**src/logic/crc_ilv_regs.vh**
```
// Constants for the block check and symbol interleaver
`ifndef CRC_ILV_REGS_VH
`define CRC_ILV_REGS_VH
`define CRC_WIDTH        32
`define CRC_POLY_DEFAULT 32'h04C11DB7
`define CRC_INIT         32'h00000000
`define CRC_XOR_OUT      32'hFFFFFFFF
`define CHECK_BYTE_POS   4'h8
`define BLOCK_SYMBOLS    66
`define BLOCK_PAIRS      33
`define FIFO_DEPTH       8
`define SYM_WIDTH        2
`endif

```
**src/logic/sym_fifo.v**
```verilog
// Parameterised FIFO with valid/ready on both sides
`timescale 1ns/1ps
`default_nettype none
module sym_fifo #(
  parameter WIDTH = 3,
  parameter DEPTH = 8,
  parameter AW    = 3
) (
  // Clock and reset
  input  wire             clk,
  input  wire             sys_rst,
  // Filling side
  input  wire             in_valid,
  output wire             in_ready,
  input  wire [WIDTH-1:0] in_data,
  // Draining side
  output wire             out_valid,
  input  wire             out_ready,
  output wire [WIDTH-1:0] out_data
);
  reg [WIDTH-1:0] mem [0:DEPTH-1]; // Storage
  reg [AW:0]      wp_q;             // Write pointer with wrap bit
  reg [AW:0]      rp_q;             // Read pointer with wrap bit
  wire            full;             // No room left
  wire            empty;            // Nothing stored

  assign full      = (wp_q[AW] != rp_q[AW]) && (wp_q[AW-1:0] == rp_q[AW-1:0]);
  assign empty     = (wp_q == rp_q);
  assign in_ready  = !full;
  assign out_valid = !empty;
  assign out_data  = mem[rp_q[AW-1:0]];

  // Write side
  always @(posedge clk)
  begin
    if (in_valid && !full)
      mem[wp_q[AW-1:0]] <= in_data;
  end

  // Pointers
  always @(posedge clk or posedge sys_rst)
  begin
    if (sys_rst)
    begin
      wp_q <= {(AW+1){1'b0}};
      rp_q <= {(AW+1){1'b0}};
    end
    else
    begin
      if (in_valid && !full)
        wp_q <= wp_q + 1'b1;
      if (out_ready && !empty)
        rp_q <= rp_q + 1'b1;
    end
  end
endmodule // sym_fifo
`default_nettype wire

```
**src/logic/crc_interleaver.v**
```verilog
// Block check generator/checker and 66-symbol interleaver
`timescale 1ns/1ps
`default_nettype none
`include "crc_ilv_regs.vh"
module crc_interleaver #(
  parameter [31:0] POLY  = `CRC_POLY_DEFAULT, // Generator polynomial
  parameter        DEPTH = `FIFO_DEPTH        // Output FIFO depth
) (
  // Clock and reset
  input  wire       clk,
  input  wire       sys_rst,
  // Mode
  input  wire       tx_mode,
  // Byte stream for the check engine
  input  wire       byte_valid,
  input  wire [7:0] byte_data,
  input  wire       byte_first,
  input  wire       byte_last_blk,
  input  wire [3:0] byte_index,
  output wire       byte_ready,
  output reg  [7:0] check_byte_q,
  output reg        check_valid_q,
  output reg        check_fail_flag,
  output reg        check_done_q,
  // Symbol stream in
  input  wire       sym_valid,
  input  wire [1:0] sym_data,
  input  wire       sym_sync,
  output wire       sym_ready,
  // Symbol stream out
  output wire       out_valid,
  input  wire       out_ready,
  output wire [1:0] out_data,
  output wire       out_sync
);
  localparam ST_FILL = 1'b0; // Collecting a block
  localparam ST_SEND = 1'b1; // Emitting the permuted block

  reg  [31:0] crc_q;            // Running remainder
  reg  [31:0] crc_d;            // Next remainder
  reg  [31:0] hold_q;           // Inverted check held for send/compare
  reg  [1:0]  chk_cnt_q;        // Check byte counter
  reg  [1:0]  blk_mem [0:65];   // Block symbol buffer
  reg         state_q;          // Block state
  reg  [6:0]  wr_q;             // Fill position
  reg  [6:0]  rd_q;             // Send position
  wire [6:0]  perm;             // Source symbol of the current send slot
  wire        sync_in;          // A sync symbol is offered this cycle
  reg  [31:0] rx_cmp_q;         // Received check bytes
  integer     i;                // Bit loop

  // Check engine: bytes MSB first, bitwise division
  always @*
  begin
    crc_d = byte_first ? `CRC_INIT : crc_q;
    for (i = 7; i >= 0; i = i - 1)
    begin
      if (crc_d[31] ^ byte_data[i])
        crc_d = {crc_d[30:0], 1'b0} ^ POLY;
      else
        crc_d = {crc_d[30:0], 1'b0};
    end
  end

  assign byte_ready = 1'b1;

  // Accumulate, emit or compare the check
  always @(posedge clk or posedge sys_rst)
  begin
    if (sys_rst)
    begin
      crc_q           <= 32'h00000000;
      hold_q          <= 32'h00000000;
      rx_cmp_q        <= 32'h00000000;
      chk_cnt_q       <= 2'h0;
      check_byte_q    <= 8'h00;
      check_valid_q   <= 1'b0;
      check_fail_flag <= 1'b0;
      check_done_q    <= 1'b0;
    end
    else
    begin
      check_valid_q <= 1'b0;
      check_done_q  <= 1'b0;
      if (!tx_mode && byte_valid && byte_first)
        check_fail_flag <= 1'b0;
      if (byte_valid)
      begin
        if (!(byte_last_blk && byte_index >= `CHECK_BYTE_POS))
        begin
          // Covered byte of intermediate or last block
          crc_q <= crc_d;
          if (byte_last_blk && byte_index == `CHECK_BYTE_POS - 4'h1)
          begin
            // Last covered byte: latch the check, restart the receive byte count
            hold_q    <= crc_d ^ `CRC_XOR_OUT;
            chk_cnt_q <= 2'h0;
          end
        end
        else if (tx_mode)
        begin
          // Check field bytes, highest coefficient first
          check_byte_q  <= hold_q[31:24];
          hold_q        <= {hold_q[23:0], 8'h00};
          check_valid_q <= 1'b1;
        end
        else
        begin
          // Collect received check and compare on the fourth byte
          rx_cmp_q  <= {rx_cmp_q[23:0], byte_data};
          chk_cnt_q <= chk_cnt_q + 2'h1;
          if (chk_cnt_q == 2'h3)
          begin
            check_fail_flag <= ({rx_cmp_q[23:0], byte_data} != hold_q);
            check_done_q    <= 1'b1;
          end
        end
      end
    end
  end

  // Source symbol of output slot s; pairs go out by index mod 4, groups ascending
  function [6:0] slot_src;
    input [6:0] s;
    reg   [5:0] h; // Pair slot counted from the block start
    reg   [5:0] p; // Pair position within its group
    reg   [1:0] g; // Group, the pair index mod 4
    begin
      h = s[6:1];
      if (s < 7'd18)
      begin
        // Pairs 0, 4, ... 32
        g = 2'h0;
        p = h;
      end
      else if (s < 7'd34)
      begin
        // Pairs 1, 5, ... 29
        g = 2'h1;
        p = h - 6'd9;
      end
      else if (s < 7'd50)
      begin
        // Pairs 2, 6, ... 30
        g = 2'h2;
        p = h - 6'd17;
      end
      else
      begin
        // Pairs 3, 7, ... 31
        g = 2'h3;
        p = h - 6'd25;
      end
      slot_src = {p[3:0], g, s[0]};
    end
  endfunction

  // Transmit reads the block through the permutation
  assign perm = slot_src(rd_q);

  wire [1:0] fifo_in_data;   // Symbol entering output FIFO
  wire       fifo_in_valid;  // Symbol offered to FIFO
  wire       fifo_in_ready;  // FIFO has room
  wire [2:0] fifo_out;       // Symbol plus sync marker

  // A sync symbol bypasses the block buffer and pauses the block send
  assign sync_in       = sym_valid && sym_sync;
  assign fifo_in_valid = sync_in || (state_q == ST_SEND);
  assign fifo_in_data  = sync_in ? sym_data
                       : (tx_mode ? blk_mem[perm] : blk_mem[rd_q]);
  assign sym_ready     = sym_sync ? fifo_in_ready : (state_q == ST_FILL);

  // Fill and send sequencing
  always @(posedge clk or posedge sys_rst)
  begin
    if (sys_rst)
    begin
      state_q <= ST_FILL;
      wr_q    <= 7'h00;
      rd_q    <= 7'h00;
    end
    else
    begin
      case (state_q)
        ST_FILL:
        begin
          if (sym_valid && !sym_sync)
          begin
            wr_q <= (wr_q == 7'd65) ? 7'h00 : wr_q + 7'h01;
            if (wr_q == 7'd65)
              state_q <= ST_SEND;
          end
        end
        ST_SEND:
        begin
          if (fifo_in_ready && !sync_in)
          begin
            rd_q <= (rd_q == 7'd65) ? 7'h00 : rd_q + 7'h01;
            if (rd_q == 7'd65)
              state_q <= ST_FILL;
          end
        end
        default:
          state_q <= ST_FILL;
      endcase
    end
  end

  // Block buffer write; receive scatters through the permutation
  always @(posedge clk)
  begin
    if (state_q == ST_FILL && sym_valid && !sym_sync)
      blk_mem[tx_mode ? wr_q : slot_src(wr_q)] <= sym_data;
  end

  // Output FIFO in the symbol path
  sym_fifo #(
    .WIDTH (3),
    .DEPTH (DEPTH),
    .AW    (3)
  ) u_fifo (
    .clk       (clk),
    .sys_rst   (sys_rst),
    .in_valid  (fifo_in_valid),
    .in_ready  (fifo_in_ready),
    .in_data   ({sync_in, fifo_in_data}),
    .out_valid (out_valid),
    .out_ready (out_ready),
    .out_data  (fifo_out)
  );

  assign out_data = fifo_out[1:0];
  assign out_sync = fifo_out[2];
endmodule // crc_interleaver
`default_nettype wire

```
**config.mk**
```make
export PLATFORM = sky130hd
export DESIGN_NAME = crc_interleaver
export DESIGN_NICKNAME = d
export VERILOG_FILES = /design/src/logic/sym_fifo.v /design/src/logic/crc_interleaver.v
export VERILOG_INCLUDE_DIRS = /design/src /design/src/logic
export SDC_FILE = /design/constraint.sdc
export NUM_CORES = 1
export LEC_CHECK = 0
export ABC_CLOCK_PERIOD_IN_PS = 5500
export BUFFER_PORTS_ARGS = -buffer_cell sky130_fd_sc_hd__buf_2
export CAP_MARGIN = 20
export CORE_MARGIN = 2
export CORE_UTILIZATION = 45
export CTS_CLUSTER_SIZE = 40
export DETAILED_ROUTE_END_ITERATION = 10
export MAX_ROUTING_LAYER = met4
export SLEW_MARGIN = 20
export SYNTH_ARGS = -nofsm -noshare
export SYNTH_HDL_FRONTEND = slang
export SYNTH_SLANG_ARGS = --single-unit
```
**constraint.sdc**
```tcl
create_clock -name clk -period 5.5 [get_ports clk]
set_input_delay 0.275 -clock clk [delete_from_list [all_inputs] [get_ports clk]]
set_output_delay 0.275 -clock clk [all_outputs]
set_load 0.02 [all_outputs]
```
==> qor.txt, run 1 <==
GLOBAL ROUTING
--------------------------------------------------------------------------------
First-pass GRT wire length                                              55900 um
GRT Total Usage                                                            22.3%
Maximum number of pins on one net before global-route repair                  73
Via count of the first global-routing pass                                  9371
Overall overflow remaining after global route                                  0
Number of antenna violations at the first check in global routing              0

SYNTH
--------------------------------------------------------------------------------
Post-synth EDFFs                                                             156
Mean cell area of the mapped netlist                                   12.2 um^2
Post-synthesis instance area                                          14600 um^2
Fraction of registers with async set/reset                                 44.3%
Syn. warnings                                                                  0
Syn nets                                                                    1232
Count of state elements after synthesis                                      280
Library cells used by synthesis                                               75
Sequential cell area fraction in the yosys report                          53.2%
Post-synthesis instance total                                               1198
Primary FF master, synth                                                edfxtp_1

STA
--------------------------------------------------------------------------------
Post-route fraction of the period consumed by the critical path            81.9%
Fmax                                                                     222 MHz
Hold violation total from the final report                                    29
Minimum clock period                                                     4510 ps
Setup_tns                                                                   0 ps
Slew margin rel.                                                           30.0%
Unrepaired setup endpoints after global routing                               no
Count of final max-slew check failures                                         0
Worst hold slack across all endpoints                                   -38.7 ps
Final setup fails                                                              0
Final worst-path setup slack                                              993 ps
Worst Clk Skew                                                           15.6 ps
Slew at the pin closest to its max-slew limit                            1040 ps

FINISH
--------------------------------------------------------------------------------
Antenna diode instance count                                                   0
Fraction of the core area covered by cells at the end of the flow          50.4%
Fraction of final layout cells with drive strength greater than 1          18.0%
Layout overhead on the synthesized area                                    11.2%
Number of nets in the final layout                                          1244

PLACEMENT
--------------------------------------------------------------------------------
Final RePlAce weighted congestion                                          0.940
Buffers added on ports                                                        38
Detailed placement HPWL                                                 24200 um
Post-placement worst setup slack                                         1100 ps

ROUTING
--------------------------------------------------------------------------------
DRC marker count from the first detailed-route iteration                     835
WL final                                                                35600 um
Wire length per cell after detailed routing                              21.3 um
DRC violation count after routing                                              0
Number of detailed-routing iterations run before antenna repair                5
Count of vias placed by the detailed router                                 9508
Antenna Violating Nets Remaining                                               0
Ratio of routed vias to standard cells                                      5.67

STATUS
--------------------------------------------------------------------------------
Violated checks                                                      hold timing
Status                                                              finished with violations

SETUP PATH
--------------------------------------------------------------------------------
Delay of the slowest cell on the worst path                               710 ps
Sort of element at the end of the critical path                         register
Critical path peak fanout                                                     41
CP bufs+invs                                                                   1
Slowest cell on the critical path                                        a211o_2
Largest delay contributor family on the critical path               compound AO/OA/AOI/OAI gates
Crit start category                                                     register
WP data arrival                                                          4730 ps
Series of cell instances along the critical path                    inv_1, ha_1, and4bb_1, a211o_2, mux4_2, nand2_1, nor4b_1, nor4_1, a31oi_1, o2bb2ai_1
Worst EP required                                                        5720 ps
Category of the most critical setup path                                 reg2reg

CLOCKING
--------------------------------------------------------------------------------
Number of levels the H-tree was split into                                     2
Clock tree root buffer cell                                            clkbuf_16
Number of buffers inserted by post-CTS setup repair                            0
Later-pin clock latency in the skew report                                510 ps
Number of hold buffers added after CTS                                         0
Clk slew on worst S/H paths                                                60 ps
Buffers from clock root to sink, at most                                       3
CTS tree                                                                   built
CTS-repair resized insts                                                       0
Clock buffer count from CTS                                                   34
Number of sinks on the clock net                                             280

DIE
--------------------------------------------------------------------------------
Die width                                                                 184 um
Floorplan Core Area                                                   32300 um^2
Area enclosed by the die boundary                                     34000 um^2
Initial Utilization                                                        45.3%
Die height                                                                184 um
Ports placed on the boundary                                                  40
Row Count                                                                     66

POWER AND IR DROP
--------------------------------------------------------------------------------
Reported leakage power                                                0.00605 uW
Power per Cell Area                                                  467 nW/um^2
Maximum vdd ir drop                                                     0.308 mV

MIN PATH
--------------------------------------------------------------------------------
Worst min path class                                                    in2async

RUN
--------------------------------------------------------------------------------
# Max-Cap Violations                                                           0

[cell families after synthesis]
family	after synthesis	synth area share (%)
adder cells (fa/ha/maj)	11	0.940
flip-flops	280	53.2
AO/OA/AOI/OAI	165	7.04
buffers and inverters	87	2.74
XOR/XNOR	129	8.57
other	1	0.0256
AND/OR/NAND/NOR	377	11.8
multiplexers	148	15.7
[worst reg2reg max path, cell delays in order (launching register included)]
cell and delay, ps:
dfrtp_1 530, inv_1 480, ha_1 400, and4bb_1 280, a211o_2 710, mux4_2 410
nand2_1 60, nor4b_1 190, nor4_1 380, a31oi_1 210, o2bb2ai_1 570
[layout by cell type, fill, tap and decap left out, drive strengths merged, types with 6 or more instances in the layout]
cell type,n
xor2,55
dfrtp,124
clkinv,9
mux2,54
a31oi,8
nor3,17
a21oi,35
nor4,10
edfxtp,156
nand2,123
mux2i,37
a22o,9
mux4,57
a211oi,6
nor2,128
buf,49
clkbuf,44
xnor2,74
nand3,20
ha,11
nand2b,16
nand4,12
o21ai,63
inv,16
and2,6
nor2b,22
[metal layers]
layer	up-vias	share of wire [%]	track usage, %
met5	-	0	-
li1	4411	-	-
met4	0	3.1	7.68
met3	73	5.8	4.17
met1	4740	46	31.2
met2	284	45	32.6
[synth_stat cells, types with 8 or more instances]
master	count	area [um^2]
edfxtp_1	156	4680
nor2_1	128	480
dfrtp_1	124	3100
nand2_1	123	462
xnor2_1	63	552
xor2_1	54	473
mux2_2	49	552
mux4_2	48	1080
clkbuf_1	41	154
mux2i_1	37	370
a21oi_1	35	175
o21ai_1	34	170
o21ai_0	29	145
nand3_1	20	100
nor2b_1	20	125
buf_2	19	95.1
nand2b_1	16	100
nor3_1	16	80.1
nand4_1	12	75.1
ha_1	11	138
inv_1	11	41.3
nor4_1	10	62.6
a22o_1	9	78.8
mux4_1	9	236
a31oi_1	8	50.1
xnor2_2	8	130
[flip-flops by register name, summed over array words and instances, names as in the netlist, 2 cells and up]
| name | count |
|---|---|
| blk_mem | 132 |
| crc_q | 32 |
| hold_q | 32 |
| rx_cmp_q | 24 |
| u_fifo.mem | 24 |
| check_byte_q | 8 |
| rd_q | 7 |
| wr_q | 7 |
| u_fifo.rp_q | 4 |
| u_fifo.wp_q | 4 |
| chk_cnt_q | 2 |
[power by group]
part | switching (uW) | total, uW | internal [uW]
Sequential | 394 | 3010 | 2620
Combinational | 1290 | 2300 | 1010
Clock | 879 | 2290 | 1410
Total | 2570 | 7600 | 5030
[per-stage QoR]
stage / instance area [um^2] / instances / power, uW
final: 16300 / 1676 / 7600
after global routing: 16300 / 1676 / 8050
after global placement: 15100 / 1616 / 5330
after CTS: 16300 / 1676 / 7660
after floorplan: 14600 / 1198 / 4720
after detailed placement: 15100 / 1616 / 5360
[area by class of cell]
type | instances | area, um^2
multi-input cells | 831 | 6460
flip-flops and latches | 280 | 7790
fillers | 2822 | 16000
well taps | 442 | 553
inverters | 14 | 55.1
repair buffers | 49 | 273
clock buffers | 44 | 950
clock inverters | 16 | 189
[path summary, 6_finish.rpt]
kind	startpoint	endpoint	slack, ps	cells after the start
min reg2reg	crc_q[11]$_DFFE_PP0P_	crc_q[11]$_DFFE_PP0P_	480	2
max in group asynchronous	sys_rst	crc_q[4]$_DFFE_PP0P_	4300	3
min in group clk	byte_data[3]	rx_cmp_q[3]$_DFFE_PP0P_	80	2
max	rd_q[2]$_DFFE_PP0P_	u_fifo.mem[6][0]$_DFFE_PP_	990	10
min	sys_rst	u_fifo.rp_q[3]$_DFFE_PP0P_	-40	2
max reg2reg	rd_q[2]$_DFFE_PP0P_	u_fifo.mem[6][0]$_DFFE_PP_	990	10
(Power assumes the default switching activity.)
==> run 2, diff against run 1 <==
--- a/config.mk
+++ b/config.mk
@@ -6,7 +6,7 @@
 export SDC_FILE = /design/constraint.sdc
 export NUM_CORES = 1
 export LEC_CHECK = 0
-export ABC_CLOCK_PERIOD_IN_PS = 5500
+export ABC_CLOCK_PERIOD_IN_PS = 4000
 export BUFFER_PORTS_ARGS = -buffer_cell sky130_fd_sc_hd__buf_2
 export CAP_MARGIN = 20
 export CORE_MARGIN = 2
==> constraint.sdc (replaced) <==
create_clock -name clk -period 4 [get_ports clk]
set_input_delay 0.2 -clock clk [delete_from_list [all_inputs] [get_ports clk]]
set_output_delay 0.2 -clock clk [all_outputs]
set_load 0.02 [all_outputs]
==> run 2 against run 1 <==
The run now ends clean. Worst setup slack got worse by 430 ps. Sequential share of layout area decreased by 0.67 points. Clock skew decreased by 5.5 ps. Flip-flop and latch count unchanged. Utilization increased by 0.71 points. Via count increased by 1.1%. Non-clock buffer count increased by 30. Critical path type unchanged. Largest cell class unchanged. Largest power group unchanged.
==> qor.txt, run 2 (same netlist as run 1, synthesis figures left out) <==
CLOCKING
--------------------------------------------------------------------------------
Later-pin clock latency in the skew report                                580 ps
Clock buffer count from CTS                                                   31
Buffers from clock root to sink, at most                                       3
CTS tree                                                                   built
Clk slew on worst S/H paths                                                60 ps
CTS-repair resized insts                                                       0
Clock tree root buffer cell                                            clkbuf_16
Number of levels the H-tree was split into                                     1
Number of sinks on the clock net                                             280

SETUP PATH
--------------------------------------------------------------------------------
Sort of element at the end of the critical path                         register
Launch point of the worst reg-to-reg path                           rd_q[1]$_DFFE_PP0P_
Worst EP required                                                        4280 ps
WP data arrival                                                          3720 ps
Critical path peak fanout                                                     18
Crit start category                                                     register
Launch point of the critical path                                   rd_q[1]$_DFFE_PP0P_
Category of the most critical setup path                                 reg2reg

POWER AND IR DROP
--------------------------------------------------------------------------------
Reported leakage power                                                0.00617 uW
Proportion of power drawn by combinational gates                           31.1%
Clock group share of total power                                           29.0%
Internal power consumption                                               6830 uW
Maximum vdd ir drop                                                     0.471 mV
Switch share                                                               34.1%
Power per Cell Area                                                  628 nW/um^2
Proportion of power drawn by flip-flops and latches                        40.0%
Sw power                                                                 3530 uW
Final Power                                                             10400 uW

STATUS
--------------------------------------------------------------------------------
Status                                                              finished, final reports clean

DIE
--------------------------------------------------------------------------------
Row Count                                                                     66
Area enclosed by the die boundary                                     34000 um^2
Die height                                                                184 um
Die width                                                                 184 um
Ports placed on the boundary                                                  40
Initial Utilization                                                        45.3%
Floorplan Core Area                                                   32300 um^2

STA
--------------------------------------------------------------------------------
Slew margin rel.                                                           26.2%
Minimum clock period                                                     3440 ps
Count of final max-slew check failures                                         0
Unrepaired setup endpoints after global routing                               no
Fmax                                                                     291 MHz
Slew at the pin closest to its max-slew limit                            1100 ps
Final setup fails                                                              0
Hold violation total from the final report                                     0
Setup_tns                                                                   0 ps
Worst Clk Skew                                                           10.1 ps
Post-route fraction of the period consumed by the critical path            85.9%

GLOBAL ROUTING
--------------------------------------------------------------------------------
First-pass GRT wire length                                              57500 um
Overall overflow remaining after global route                                  0
Maximum number of pins on one net before global-route repair                  75
GRT Total Usage                                                            22.9%
Number of antenna violations at the first check in global routing              0
Via count of the first global-routing pass                                  9707

MIN PATH
--------------------------------------------------------------------------------
Worst min path class                                                      in2reg
Hold path startpoint                                                   out_ready

PLACEMENT
--------------------------------------------------------------------------------
Buffers added on ports                                                        38
Detailed placement HPWL                                                 25600 um
Final RePlAce weighted congestion                                          0.942

FINISH
--------------------------------------------------------------------------------
Layout overhead on the synthesized area                                    12.7%
Max reg flops                                                                132
Most common cell after layout, fill and taps aside                      edfxtp_1
Antenna diode instance count                                                   0
Fraction of the core area covered by cells at the end of the flow          51.1%
Fraction of final layout cells with drive strength greater than 1          19.0%
Register bank with the most flops                                        blk_mem
Number of nets in the final layout                                          1271
Top library cells by usage in the layout, fill and taps aside       edfxtp_1, nor2_1, dfrtp_1
Regs by FF count                                                    blk_mem: 132 flops, crc_q: 32 flops, hold_q: 32 flops

ROUTING
--------------------------------------------------------------------------------
Number of detailed-routing iterations run before antenna repair                5
DRC marker count from the first detailed-route iteration                     738
Antenna Violating Nets Remaining                                               0
Count of vias placed by the detailed router                                 9610
Wire length per cell after detailed routing                              21.5 um
DRC violation count after routing                                              0
WL final                                                                36600 um
Ratio of routed vias to standard cells                                      5.64

RUN
--------------------------------------------------------------------------------
# Max-Cap Violations                                                           0

run 2: changes by cell type in the layout (fill, tap and decap cells not counted), sizes merged:
| cell | before | now |
|---|---|---|
| clkbuf | 44 | 41 |
| inv | 16 | 15 |
| dlygate4sd3 | 0 | 9 |
| bufinv | 4 | 5 |
| buf | 49 | 70 |
| clkinv | 9 | 10 |
run 2: what timing repair did:
item | CTS | global route
hold buffers | 9 | 0
endpoints found under the hold margin | 59 | 0
setup buffers | 0 | 0
run 2: final cells by class:
| cell class | count | area (um^2) |
|---|---|---|
| clock inverter | 17 | 230 |
| timing repair buffer | 79 | 558 |
| tap | 442 | 553 |
| multi-input combinational | 831 | 6460 |
| sequential | 280 | 7790 |
| inverter | 14 | 55.1 |
| fill | 2855 | 15800 |
| clock buffer | 41 | 853 |
run 2: worst paths after layout:
path / end / slack (ps) / cells after the start
max: u_fifo.mem[3][0]$_DFFE_PP_ / 560 / 11
min in group asynchronous: u_fifo.rp_q[3]$_DFFE_PP0P_ / 290 / 3
max in group asynchronous: hold_q[9]$_DFFE_PP0P_ / 2850 / 4
min reg2reg: crc_q[0]$_DFFE_PP0P_ / 480 / 2
max reg2reg: u_fifo.mem[3][0]$_DFFE_PP_ / 560 / 11
min: u_fifo.rp_q[0]$_DFFE_PP0P_ / 60 / 3
run 2: power groups by stage:
| stage | Combinational, uW | Sequential (uW) | Clock (uW) |
|---|---|---|---|
| 2_1_floorplan | 2510 | 3980 | 0 |
| 3_3_place_gp | 3170 | 4180 | 0 |
| 3_5_place_dp | 3220 | 4190 | 0 |
| 4_1_cts | 3240 | 4140 | 3060 |
| 5_1_grt | 3580 | 4220 | 3180 |
| 6_report | 3220 | 4140 | 3000 |
run 2: per-layer routing:
layer  up-vias  track usage [%]  routed length (um)
met5         -                -                   0
met4         0             8.83                1470
met3        84             4.45                2150
met2       294             33.6               16300
met1      4778             31.5               16600
li1       4454                -                   -
run 2: critical path: stages (launching register included):
cell	delay [ps]
dfrtp_1	380
inv_2	120
ha_1	310
or4b_1	480
and2_1	180
buf_4	210
mux4_2	250
nand2_1	50
nor4b_1	150
nor4_1	270
a31oi_1	160
o2bb2ai_1	560
run 2: metrics by stage:
step / cells / setup WS (ps) / hold WS [ps] / instance area [um^2]
after global placement: 1637 / 692 / 351 / 15300
after global routing: 1704 / 304 / 49.9 / 16500
final: 1704 / 565 / 57.1 / 16500
after CTS: 1704 / 618 / 38.9 / 16500
after detailed placement: 1637 / 628 / 358 / 15300
after floorplan: 1198 / 501 / 299 / 14600
==> run 3, diff against run 2 <==
--- a/config.mk
+++ b/config.mk
@@ -7,12 +7,12 @@
 export NUM_CORES = 1
 export LEC_CHECK = 0
 export ABC_CLOCK_PERIOD_IN_PS = 4000
-export BUFFER_PORTS_ARGS = -buffer_cell sky130_fd_sc_hd__buf_2
 export CAP_MARGIN = 20
 export CORE_MARGIN = 2
 export CORE_UTILIZATION = 45
 export CTS_CLUSTER_SIZE = 40
 export DETAILED_ROUTE_END_ITERATION = 10
+export DONT_BUFFER_PORTS = 1
 export MAX_ROUTING_LAYER = met4
 export SLEW_MARGIN = 20
 export SYNTH_ARGS = -nofsm -noshare
==> run 3 against run 2 <==
Total power shrank 2.3%. Worst setup slack got worse by 36 ps. Utilization shrank 0.57 points. Combinational power decreased by 5%. Largest cell class unchanged. First-iteration DRC count is 14% higher. Largest power group unchanged. Via count about the same. Sequential power up 1%. Critical path type unchanged.
==> qor.txt, run 3 (same netlist as run 1, synthesis figures left out) <==
FINISH
--------------------------------------------------------------------------------
Final instance count without filler cells                                   1667
Fraction of the core area covered by cells at the end of the flow          50.5%
Register bank with the most flops                                        blk_mem
Layout overhead on the synthesized area                                    11.5%
Area of the multi-input gates                                          6450 um^2
Cell area after layout                                                16300 um^2
Most common cell after layout, fill and taps aside                      edfxtp_1
Register cell area after layout                                        7790 um^2
Number of nets in the final layout                                          1235
Layout filler cell count                                                    2818
Fraction of final layout cells with drive strength greater than 1          15.8%
Max reg flops                                                                132
Regs by FF count                                                    blk_mem: 132 flops, crc_q: 32 flops, hold_q: 32 flops
Top library cells by usage in the layout, fill and taps aside       edfxtp_1, nor2_1, dfrtp_1

ROUTING
--------------------------------------------------------------------------------
Antenna Violating Nets Remaining                                               0
DRC violation count after routing                                              0
DRC marker count from the first detailed-route iteration                     843
Wire length per cell after detailed routing                              22.3 um
WL final                                                                37200 um
Ratio of routed vias to standard cells                                      5.76
Number of detailed-routing iterations run before antenna repair                5
Count of vias placed by the detailed router                                 9609

POWER AND IR DROP
--------------------------------------------------------------------------------
Maximum vdd ir drop                                                     0.769 mV
Clock group share of total power                                           28.2%
Sw power                                                                 3510 uW
Switch share                                                               34.7%
Reported leakage power                                                0.00598 uW
Proportion of power drawn by flip-flops and latches                        41.5%
Internal power consumption                                               6620 uW
Power per Cell Area                                                  620 nW/um^2
Proportion of power drawn by combinational gates                           30.3%

DIE
--------------------------------------------------------------------------------
Die width                                                                 184 um
Initial Utilization                                                        45.3%
Ports placed on the boundary                                                  40
Die height                                                                184 um
Floorplan Core Area                                                   32300 um^2
Row Count                                                                     66
Area enclosed by the die boundary                                     34000 um^2

STA
--------------------------------------------------------------------------------
Count of final max-slew check failures                                         0
Slew at the pin closest to its max-slew limit                            1070 ps
Unrepaired setup endpoints after global routing                               no
Slew margin rel.                                                           28.4%
Fmax                                                                     288 MHz
Post-route fraction of the period consumed by the critical path            86.8%
Hold violation total from the final report                                     0
Minimum clock period                                                     3470 ps
Setup_tns                                                                   0 ps
Final setup fails                                                              0
Final worst-path setup slack                                              528 ps
Worst Clk Skew                                                           13.7 ps

GLOBAL ROUTING
--------------------------------------------------------------------------------
Via count of the first global-routing pass                                  9540
Maximum number of pins on one net before global-route repair                  91
Number of antenna violations at the first check in global routing              1
Overall overflow remaining after global route                                  0
First-pass GRT wire length                                              58000 um
GRT Total Usage                                                            23.1%

PLACEMENT
--------------------------------------------------------------------------------
Detailed placement HPWL                                                 25000 um
Post-placement worst setup slack                                          612 ps
Final RePlAce weighted congestion                                          0.937
Post-Place Cells                                                            1593
Cell Area, Placed                                                     15100 um^2
Buffers added on ports                                                         0

SETUP PATH
--------------------------------------------------------------------------------
Delay of the slowest cell on the worst path                               550 ps
Number of cells on the worst reg-to-reg path                                  10
Path length in cells of the critical path                                     10
CP bufs+invs                                                                   2
Sort of element at the end of the critical path                         register
Slowest cell on the critical path                                      o2bb2ai_1
Largest delay contributor family on the critical path               simple AND/OR/NAND/NOR gates
Crit start category                                                     register
Category of the most critical setup path                                 reg2reg
Critical path peak fanout                                                      9
Worst EP required                                                        4290 ps
Series of cell instances along the critical path                    inv_2, ha_1, or4b_1, and2_1, buf_4, o31ai_1, nor4b_1, nor4_1, a31oi_1, o2bb2ai_1
WP data arrival                                                          3760 ps

MIN PATH
--------------------------------------------------------------------------------
Worst min path class                                                      in2reg
Hold Path Stages                                                               1

CLOCKING
--------------------------------------------------------------------------------
Number of buffers inserted by post-CTS setup repair                            0
Clock buffer count from CTS                                                   30
Number of hold buffers added after CTS                                        18
Clk slew on worst S/H paths                                                60 ps
Number of levels the H-tree was split into                                     1
Number of sinks on the clock net                                             280
CTS-repair resized insts                                                       0
Clock tree root buffer cell                                            clkbuf_16
CTS tree                                                                   built
Later-pin clock latency in the skew report                                580 ps
Buffers from clock root to sink, at most                                       3

RUN
--------------------------------------------------------------------------------
# Max-Cap Violations                                                           0

STATUS
--------------------------------------------------------------------------------
Status                                                              finished, final reports clean

-- run 3: cell count changes in the layout (fill, tap and decap cells not counted), sizes merged, moves of 2 or more --
cell	delta
buf	-42
dlygate4sd3	+7
clkbuf	-4
clkinv	+2
-- run 3: layer usage --
layer	share of wire (%)	vias to the layer above	global-route usage (%)	wire, um
met3	6.1	82	3.77	2280
met1	45	4826	31.9	16700
met2	46	316	35.0	17100
li1	-	4385	-	-
met5	0	-	-	0
met4	3.2	0	7.39	1190
-- run 3: per-stage QoR --
step	hold slack (ps)	power (uW)
after floorplan	299	6490
after global placement	292	7240
after detailed placement	306	7290
after CTS	0.379	10200
after global routing	6.43	10700
final	13.4	10100
-- run 3: cell type report --
type | count | area share (%)
sequential | 280 | 47.7
multi-input combinational | 831 | 39.6
clock buffer | 37 | 4.82
tap | 442 | 3.39
timing repair buffer | 44 | 2.75
clock inverter | 18 | 1.37
inverter | 14 | 0.353
antenna | 1 | 0.0153
-- run 3: final timing paths --
check / start / end / slack, ps
worst max-delay path: rd_q[1]$_DFFE_PP0P_ / u_fifo.mem[4][0]$_DFFE_PP_ / 530
worst min-delay path: sym_data[0] / blk_mem[32][0]$_DFFE_PP_ / 10
worst max register to register: rd_q[1]$_DFFE_PP0P_ / u_fifo.mem[4][0]$_DFFE_PP_ / 530
worst min register to register: crc_q[1]$_DFFE_PP0P_ / crc_q[1]$_DFFE_PP0P_ / 480
max in group asynchronous: sys_rst / rx_cmp_q[3]$_DFFE_PP0P_ / 2710
min in group asynchronous: sys_rst / u_fifo.rp_q[3]$_DFFE_PP0P_ / 270
-- run 3: power groups by stage --
| stage | registers, uW | logic [uW] | clock network [uW] |
|---|---|---|---|
| floorplan | 3980 | 2510 | 0 |
| global placement | 4240 | 3000 | 0 |
| detailed placement | 4260 | 3030 | 0 |
| CTS | 4200 | 3100 | 2910 |
| global route | 4280 | 3390 | 3040 |
| finish | 4200 | 3070 | 2850 |
